File: src/gsi_pkg.sv
// package: constants for the pad block and the status indicator
// assumes a 40 MHz system clock
package gsi_pkg;
   localparam int CLK_HZ = 40_000_000;
   localparam int PAD_COUNT = 10;
   // pad modes
   localparam logic [1:0] MODE_INPUT = 2'h0;
   localparam logic [1:0] MODE_OUTPUT = 2'h1;
   localparam logic [1:0] MODE_ALT = 2'h2;
   localparam logic [1:0] MODE_RESET = MODE_INPUT;
   // blink timing in milliseconds
   localparam int FAST_PERIOD_MS = 1000;
   localparam int FAST_ON_MS = 500;
   localparam int SLOW_PERIOD_MS = 3000;
   localparam int SLOW_ON_MS = 300;
   localparam int CYC_PER_MS = CLK_HZ / 1000;
   localparam int FAST_PERIOD_CYC = FAST_PERIOD_MS * CYC_PER_MS;
   localparam int FAST_ON_CYC = FAST_ON_MS * CYC_PER_MS;
   localparam int SLOW_PERIOD_CYC = SLOW_PERIOD_MS * CYC_PER_MS;
   localparam int SLOW_ON_CYC = SLOW_ON_MS * CYC_PER_MS;
   // network states seen by the indicator
   localparam logic [1:0] NET_OFF = 2'h0;
   localparam logic [1:0] NET_SEARCH = 2'h1;
   localparam logic [1:0] NET_REGISTERED = 2'h2;
   localparam logic [1:0] NET_CALL = 2'h3;
endpackage

File: src/gsi_pad.sv
// file: one configurable pad slice
// assumes pad_in is synchronous to clk and the pad has a pull-down outside
`timescale 1ns/1ps
module gsi_pad (
   input wire logic clk,
   input wire logic rst_n,
   input wire logic [1:0] mode,
   input wire logic out_level,
   input wire logic alt_level,
   input wire logic alt_oe,
   input wire logic pad_in,
   output logic pad_out,
   output logic pad_oe,
   output logic read_level
);
   logic next_pad_out;
   logic next_pad_oe;
   logic next_read_level;

   always_comb begin
      next_pad_out = 1'h0;
      next_pad_oe = 1'h0;
      next_read_level = pad_in;
      case (mode)
         gsi_pkg::MODE_OUTPUT: begin
            next_pad_out = out_level;
            next_pad_oe = 1'h1;
            next_read_level = out_level;
         end
         gsi_pkg::MODE_ALT: begin
            next_pad_out = alt_level;
            next_pad_oe = alt_oe;
            next_read_level = alt_oe ? alt_level : pad_in;
         end
         default: begin
         end
      endcase
   end

   always_ff @(posedge clk) begin
      if (!rst_n) begin
         pad_out <= 1'h0;
         pad_oe <= 1'h0;
         read_level <= 1'h0;
      end else begin
         pad_out <= next_pad_out;
         pad_oe <= next_pad_oe;
         read_level <= next_read_level;
      end
   end

   out_drives_a: assert property (@(posedge clk) disable iff (!rst_n)
      mode == gsi_pkg::MODE_OUTPUT |=> pad_oe && pad_out == $past(out_level))
      else $error("output pad not driving its level");
   input_quiet_a: assert property (@(posedge clk) disable iff (!rst_n)
      mode == gsi_pkg::MODE_INPUT |=> !pad_oe && read_level == $past(pad_in))
      else $error("input pad driving or misreading");
endmodule

File: src/gsi_gpio_status.sv
// file: ten-pad general-purpose port, temperature alarm and network status lamp
// assumes all inputs are synchronous to clk; pads have an external pull-down
`timescale 1ns/1ps
module gsi_gpio_status #(
   parameter int PADS = gsi_pkg::PAD_COUNT,
   parameter int FAST_PERIOD = gsi_pkg::FAST_PERIOD_CYC,
   parameter int FAST_ON = gsi_pkg::FAST_ON_CYC,
   parameter int SLOW_PERIOD = gsi_pkg::SLOW_PERIOD_CYC,
   parameter int SLOW_ON = gsi_pkg::SLOW_ON_CYC
) (
   input wire logic clk,
   input wire logic rst_n,
   input wire logic [2*PADS-1:0] pad_mode,
   input wire logic [PADS-1:0] out_level,
   input wire logic [PADS-1:0] alt_level,
   input wire logic [PADS-1:0] alt_oe,
   input wire logic [PADS-1:0] pad_in,
   output logic [PADS-1:0] pad_out,
   output logic [PADS-1:0] pad_oe,
   output logic [PADS-1:0] read_level,
   input wire logic temp_alarm_enable,
   input wire logic [3:0] temp_alarm_pad,
   input wire logic temp_max_reached,
   input wire logic [1:0] net_state,
   output logic network_status_indicator
);
   // ---------------------------------------------------------------
   // elaboration checks
   // ---------------------------------------------------------------
   initial begin
      if (PADS < 1 || PADS > 16) $error("PADS must be 1..16");
      if (FAST_ON < 1 || FAST_ON >= FAST_PERIOD) $error("bad fast blink");
      if (SLOW_ON < 1 || SLOW_ON >= SLOW_PERIOD) $error("bad slow blink");
   end

   // ---------------------------------------------------------------
   // pads with temperature alarm override
   // ---------------------------------------------------------------
   logic [PADS-1:0] alarm_sel;
   logic [2*PADS-1:0] eff_mode;
   logic [PADS-1:0] eff_alt_level;
   logic [PADS-1:0] eff_alt_oe;

   always_comb begin
      eff_mode = pad_mode;
      eff_alt_level = alt_level;
      eff_alt_oe = alt_oe;
      for (int i = 0; i < PADS; i++) begin
         alarm_sel[i] = temp_alarm_enable && temp_alarm_pad == 4'(i);
         if (alarm_sel[i]) begin
            eff_mode[2*i +: 2] = gsi_pkg::MODE_ALT;
            eff_alt_level[i] = temp_max_reached;
            eff_alt_oe[i] = 1'h1;
         end
      end
   end

   // undriven inputs settle low through the pad pull-down outside
   for (genvar g = 0; g < PADS; g++) begin : g_pad
      gsi_pad u_pad (
         .clk(clk),
         .rst_n(rst_n),
         .mode(eff_mode[2*g +: 2]),
         .out_level(out_level[g]),
         .alt_level(eff_alt_level[g]),
         .alt_oe(eff_alt_oe[g]),
         .pad_in(pad_in[g]),
         .pad_out(pad_out[g]),
         .pad_oe(pad_oe[g]),
         .read_level(read_level[g])
      );
   end

   // ---------------------------------------------------------------
   // status lamp
   // ---------------------------------------------------------------
   typedef enum logic [3:0] {
      LAMP_OFF = 4'h1,
      LAMP_FAST = 4'h2,
      LAMP_SLOW = 4'h4,
      LAMP_ON = 4'h8
   } gsi_lamp_e;

   localparam int CW = $clog2(SLOW_PERIOD > FAST_PERIOD ? SLOW_PERIOD : FAST_PERIOD) + 1;
   localparam logic [CW-1:0] FP = CW'(FAST_PERIOD - 1);
   localparam logic [CW-1:0] FO = CW'(FAST_ON);
   localparam logic [CW-1:0] SP = CW'(SLOW_PERIOD - 1);
   localparam logic [CW-1:0] SO = CW'(SLOW_ON);

   gsi_lamp_e lamp;
   gsi_lamp_e next_lamp;
   logic [CW-1:0] phase;
   logic [CW-1:0] next_phase;
   logic next_indicator;
   logic lit;

   always_comb begin
      case (net_state)
         gsi_pkg::NET_OFF: next_lamp = LAMP_OFF;
         gsi_pkg::NET_CALL: next_lamp = LAMP_ON;
         gsi_pkg::NET_REGISTERED: next_lamp = LAMP_SLOW;
         default: next_lamp = LAMP_FAST;
      endcase
      next_phase = '0;
      lit = 1'h0;
      if (next_lamp == lamp) begin
         case (lamp)
            LAMP_FAST: begin
               next_phase = (phase == FP) ? '0 : phase + CW'(1);
               lit = phase < FO;
            end
            LAMP_SLOW: begin
               next_phase = (phase == SP) ? '0 : phase + CW'(1);
               lit = phase < SO;
            end
            LAMP_ON: lit = 1'h1;
            default: lit = 1'h0;
         endcase
      end else begin
         // entry cycle already counts as phase 0
         next_phase = CW'(1);
         lit = next_lamp == LAMP_ON || next_lamp == LAMP_FAST || next_lamp == LAMP_SLOW;
      end
      next_indicator = ~lit;
   end

   always_ff @(posedge clk) begin
      if (!rst_n) begin
         lamp <= LAMP_OFF;
         phase <= '0;
         network_status_indicator <= 1'h1;
      end else begin
         lamp <= next_lamp;
         phase <= next_phase;
         network_status_indicator <= next_indicator;
      end
   end

   // ---------------------------------------------------------------
   // checks
   // ---------------------------------------------------------------
   // alarm pad
   alarm_drives_a: assert property (@(posedge clk) disable iff (!rst_n)
      temp_alarm_enable && temp_max_reached && 5'(temp_alarm_pad) < 5'(PADS) |=>
      pad_oe[$past(temp_alarm_pad)] && pad_out[$past(temp_alarm_pad)])
      else $error("alarm pad not driven high");
   alarm_waits_a: assert property (@(posedge clk) disable iff (!rst_n)
      temp_alarm_enable && !temp_max_reached && 5'(temp_alarm_pad) < 5'(PADS) |=>
      pad_oe[$past(temp_alarm_pad)] && !pad_out[$past(temp_alarm_pad)])
      else $error("alarm pad high before the limit");

   // pad modes
   alt_follows_a: assert property (@(posedge clk) disable iff (!rst_n)
      pad_mode[1:0] == gsi_pkg::MODE_ALT && !alarm_sel[0] |=>
      pad_oe[0] == $past(alt_oe[0]))
      else $error("alt pad not following function");
   alt_reads_a: assert property (@(posedge clk) disable iff (!rst_n)
      pad_mode[2*PADS-1 -: 2] == gsi_pkg::MODE_ALT && !alarm_sel[PADS-1] && !alt_oe[PADS-1] |=>
      !pad_oe[PADS-1] && read_level[PADS-1] == $past(pad_in[PADS-1]))
      else $error("undriven alt pad misreading");
   out_query_a: assert property (@(posedge clk) disable iff (!rst_n)
      pad_mode[1:0] == gsi_pkg::MODE_OUTPUT && !alarm_sel[0] |=>
      read_level[0] == $past(out_level[0]))
      else $error("output query wrong");

   // status lamp
   lamp_off_a: assert property (@(posedge clk) disable iff (!rst_n)
      net_state == gsi_pkg::NET_OFF |=> network_status_indicator)
      else $error("lamp lit while off");
   lamp_call_a: assert property (@(posedge clk) disable iff (!rst_n)
      net_state == gsi_pkg::NET_CALL |=> !network_status_indicator)
      else $error("lamp unlit during call");
   blink_entry_a: assert property (@(posedge clk) disable iff (!rst_n)
      lamp == LAMP_OFF && net_state == gsi_pkg::NET_SEARCH |=> !network_status_indicator)
      else $error("fast blink did not start lit");
   fast_lit_a: assert property (@(posedge clk) disable iff (!rst_n)
      lamp == LAMP_FAST && net_state == gsi_pkg::NET_SEARCH && phase == '0 |=>
      !network_status_indicator)
      else $error("fast blink did not relight");
   fast_dark_a: assert property (@(posedge clk) disable iff (!rst_n)
      lamp == LAMP_FAST && net_state == gsi_pkg::NET_SEARCH && phase == FO |=>
      network_status_indicator)
      else $error("fast blink lit too long");
   fast_wrap_a: assert property (@(posedge clk) disable iff (!rst_n)
      lamp == LAMP_FAST |-> phase <= FP)
      else $error("fast blink phase past its period");
   slow_lit_a: assert property (@(posedge clk) disable iff (!rst_n)
      lamp == LAMP_SLOW && net_state == gsi_pkg::NET_REGISTERED && phase == '0 |=>
      !network_status_indicator)
      else $error("slow blink did not relight");
   slow_dark_a: assert property (@(posedge clk) disable iff (!rst_n)
      lamp == LAMP_SLOW && net_state == gsi_pkg::NET_REGISTERED && phase == SO |=>
      network_status_indicator)
      else $error("slow blink lit too long");
   slow_wrap_a: assert property (@(posedge clk) disable iff (!rst_n)
      lamp == LAMP_SLOW |-> phase <= SP)
      else $error("slow blink phase past its period");

   // reset values
   reset_input_a: assert property (@(posedge clk)
      !rst_n |=> pad_oe == '0 && pad_out == '0 && read_level == '0)
      else $error("pad driving after reset");
   reset_lamp_a: assert property (@(posedge clk)
      !rst_n |=> network_status_indicator)
      else $error("lamp lit after reset");

   cover_fast_c: cover property (@(posedge clk) lamp == LAMP_FAST && phase == FP);
   cover_slow_c: cover property (@(posedge clk) lamp == LAMP_SLOW && phase == SP);
   cover_alarm_c: cover property (@(posedge clk) temp_alarm_enable && temp_max_reached);
   cover_call_c: cover property (@(posedge clk) lamp == LAMP_ON);
   cover_entry_c: cover property (@(posedge clk) lamp == LAMP_OFF && net_state == gsi_pkg::NET_SEARCH);
endmodule

File: config.mk
export PLATFORM = sky130hd
export DESIGN_NAME = gsi_gpio_status
export DESIGN_NICKNAME = d
export VERILOG_FILES = /design/src/gsi_pkg.sv /design/src/gsi_pad.sv /design/src/gsi_gpio_status.sv
export SDC_FILE = /design/constraint.sdc
export NUM_CORES = 1
export LEC_CHECK = 0
export BUFFER_PORTS_ARGS = -buffer_cell sky130_fd_sc_hd__clkbuf_2
export CAP_MARGIN = 20
export CORE_MARGIN = 2
export CORE_UTILIZATION = 55
export CTS_CLUSTER_SIZE = 12
export DETAILED_ROUTE_END_ITERATION = 10
export PLACE_DENSITY = 0.8
export SETUP_SLACK_MARGIN = 0.2
export SYNTH_ARGS = -nofsm -noshare
export SYNTH_HDL_FRONTEND = slang
export SYNTH_SLANG_ARGS = --single-unit
File: constraint.sdc
create_clock -name clk -period 4.6 [get_ports clk]
set_clock_uncertainty 0.1 [all_clocks]
set_input_delay 0.69 -clock clk [delete_from_list [all_inputs] [get_ports clk]]
set_output_delay 0.69 -clock clk [all_outputs]
set_load 0.01 [all_outputs]
==> metrics.md <==
| Metric | Value |
|---|---|
| Status | `complete, no violations` |
| Gr ovfl total | `0` |
| Final setup fails | `0` |
| Clock share of power | `39.8%` |
| Clk sinks | `between 60 and 70` |
| Switch share | `between 20% and 30%` |
| GRT Resource Usage Total | `a little under a quarter` |
| Commonest cells post-synth | `dfxtp_1 (63), nor2_1 (58), buf_4 (30), inv_1 (30), nand2_1 (30)` |
| Detailed-route via count | `around 3,400` |
| WP buf/inv | `0` |
| Largest stage delay on the critical path | `roughly 0.66 ns` |
| Synth top area cells | `dfxtp_1 (33%), ha_1 (6.9%), buf_4 (5.9%)` |
| Combinational share of power | `13.8%` |
| PortBufs | `100` |
| Mapped cell area | `~3800 sq um` |
| Crit path max fanout | `27` |
| Count leader, synth | `dfxtp_1` |
| Cell internal pwr | `around 910 uW` |
| Leakage | `roughly 0.0019 uW` |
| Fin util | `64.0%` |
| Syn Inst Count | `461` |
| Layout Cells excl Fill | `~600` |
| Post-synth ARST share | `0%` |
| Clock Tree Buf Depth | `2` |
| Sequential area share after synthesis | `33.1%` |
| Min-Delay Path Class | `flop to flop` |
| Critical path's top delay family | `simple AND/OR/NAND/NOR gates` |
| Crit path kind | `flop to flop` |
| Clk root buf | `clkbuf_8` |
| Post-route ant nets | `0` |
| Startpoint types | `flop` |
| Die H | `approximately 87 um` |
| Max cap viols | `0` |
| Nets | `between 600 and 700` |
| Worst-path cell chain | `or4b_1 > nor4_2 > a21boi_1 > o211ai_4 > nor2_1` |
| Initial Util | `56.4%` |
| Worst-margin pin slew | `~0.74 ns` |
| CTS tree | `built` |
| Max frequency | `roughly 400 MHz` |
| Synth Flop Type | `dfxtp_1` |
| CTS resizes | `0` |
| Die ar. | `7600 sq um` |
| Clk slew on worst S/H paths | `roughly 0.080 ns` |
| Slowest-stage cell, CP | `o211ai_4` |
| VDD IR max | `0.149 mV` |
| Net switching power | `approximately 320 uW` |
| Total CTS buffers | `9` |
| Relative slew margins | `roughly half` |
| I/O pin total | `~100` |
| Vias in the first global route | `~3,300` |
| Max-slew violation count | `0` |
| Syn_nets | `between 500 and 600` |
| Drt total wl | `approximately 8600 um` |
| Die width | `a little under 90 um` |
| Critical Path AT | `between 2 and 3 ns` |
| Mapped Avg Cell Area | `8.26 sq um` |
| Final Hold Fails | `0` |
| Flop pwr share | `a little under half` |
| First-iteration detailed-routing DRC count | `~180` |
| Required @ worst endpoint | `around 4.7 ns` |
| Antenna violations before repair | `0` |
| Core ar. | `~6800 sq um` |
| Yosys cell types | `53` |
| First-pass GRT wire length | `~14,000 um` |
| Total power | `~1200 uW` |
| Skew-Pair Late Insertion Delay | `around 0.34 ns` |
| Pre-antenna DRT Iters | `5` |
| Setup Buffers After CTS | `0` |
| #FFs+latches synth | `63` |
| # rows | `30` |
| Yosys warning count | `0` |
| Worst setup EP type | `flop` |
| Fin area | `roughly 4300 sq um` |
| P&R area growth vs syn | `13.5%` |
| Post-synth EDFFs | `0` |
| DR DRC count | `0` |
| Post-DP HPWL | `6470 um` |
| Gp weighted congestion | `about 0.92` |
| Synth area leader | `dfxtp_1` |
| Layout cell share with drive strength beyond 1 | `26.9%` |
| Power per cell area | `around 280 nW/um^2` |
| Top cell type's share of synthesized area | `about a third` |
| Minimum clock period | `around 2.5 ns` |
| Largest net degree at the start of global routing | `28` |
| Fin Setup TNS | `0 ns` |
| Ant. Diodes | `0` |
| Cells after DPL | `600` |
| Routed WL per cell | `about 14 um` |
| Drt via density | `5.52` |
| Hold-fix buffers, CTS | `0` |
| H-tree depth | `3` |
| RSZ-0062 raised after global routing | `no` |
| Placement Cell Area | `roughly 4100 sq um` |
| Period utilization | `53.9%` |
## through the flow
step / worst slack [ns] / hold WS (ns)
2_1_floorplan: 2.20 / 0.385
3_3_place_gp: 1.93 / 0.405
3_5_place_dp: 1.82 / 0.418
4_1_cts: 2.13 / 0.435
5_1_grt: 1.91 / 0.461
6_report: 2.12 / 0.438
## kinds of logic after synthesis
logic type               share of synthesized area, %
XOR/XNOR                                         5.75
AND/OR/NAND/NOR                                  27.9
flip-flops                                       33.1
AO/OA/AOI/OAI                                    13.0
buffers and inverters                            10.4
adder cells (fa/ha/maj)                          6.90
multiplexers                                     2.96
## power groups by stage
| stage | Sequential, uW | Combinational, uW | Clock, uW |
|---|---|---|---|
| 5_1_grt | 572 | 190 | 518 |
| 6_report | 571 | 169 | 489 |
| 3_5_place_dp | 583 | 168 | 0 |
| 3_3_place_gp | 583 | 162 | 0 |
| 2_1_floorplan | 582 | 122 | 0 |
| 4_1_cts | 571 | 169 | 497 |
## path summary, 6_finish.rpt
| check | from | end | slack [ns] | depth (start not counted) |
|---|---|---|---|---|
| worst min register to register | phase[9] | phase[9] | 0.44 | 2 |
| worst max register to register | phase[9] | phase[11] | 2.12 | 5 |
| worst min-delay path | phase[9] | phase[9] | 0.44 | 2 |
| worst max-delay path | phase[9] | phase[11] | 2.12 | 5 |
## final cells by class
type | count | area (sq um)
Fill cell | 600 | 2430
Multi-Input combinational cell | 327 | 2150
Sequential cell | 63 | 1260
Timing Repair Buffer | 100 | 500
Clock buffer | 10 | 138
Inverter | 30 | 113
Tap cell | 80 | 100
Clock inverter | 6 | 60.1
## sequential cells by signal, summed over array words and instances (netlist names)
signal	flops
g_pad.u_pad.pad_oe	10
g_pad.u_pad.pad_out	10
g_pad.u_pad.read_level	10
lamp	4
network_status_indicator	1
phase	28
## layer usage
layer	part of all wire [%]	global-route usage [%]	vias up
met3	7.1	6.45	22
met1	44	28.7	1535
met4	2.7	10.5	0
li1	-	-	1707
met2	46	40.0	137
met5	0	0	-
## cells in the final DEF (no fill, tap or decap), types with 10 or more instances in the layout
master / n
o32ai_1: 10
dfxtp_1: 63
clkbuf_2: 100
a22oi_1: 10
mux2_2: 10
ha_1: 21
clkbuf_8: 10
nand3_1: 16
nor2_1: 58
inv_1: 30
nand2b_1: 23
nand2_1: 30
a21oi_1: 28
xor2_1: 17
## tightest hold or removal path, cell delays in order (launching register included)
cell and delay (ns):
dfxtp_1 0.37, nand2_1 0.08, a21oi_1 0.05
No activity file was read; power rests on OpenSTA's default activity.
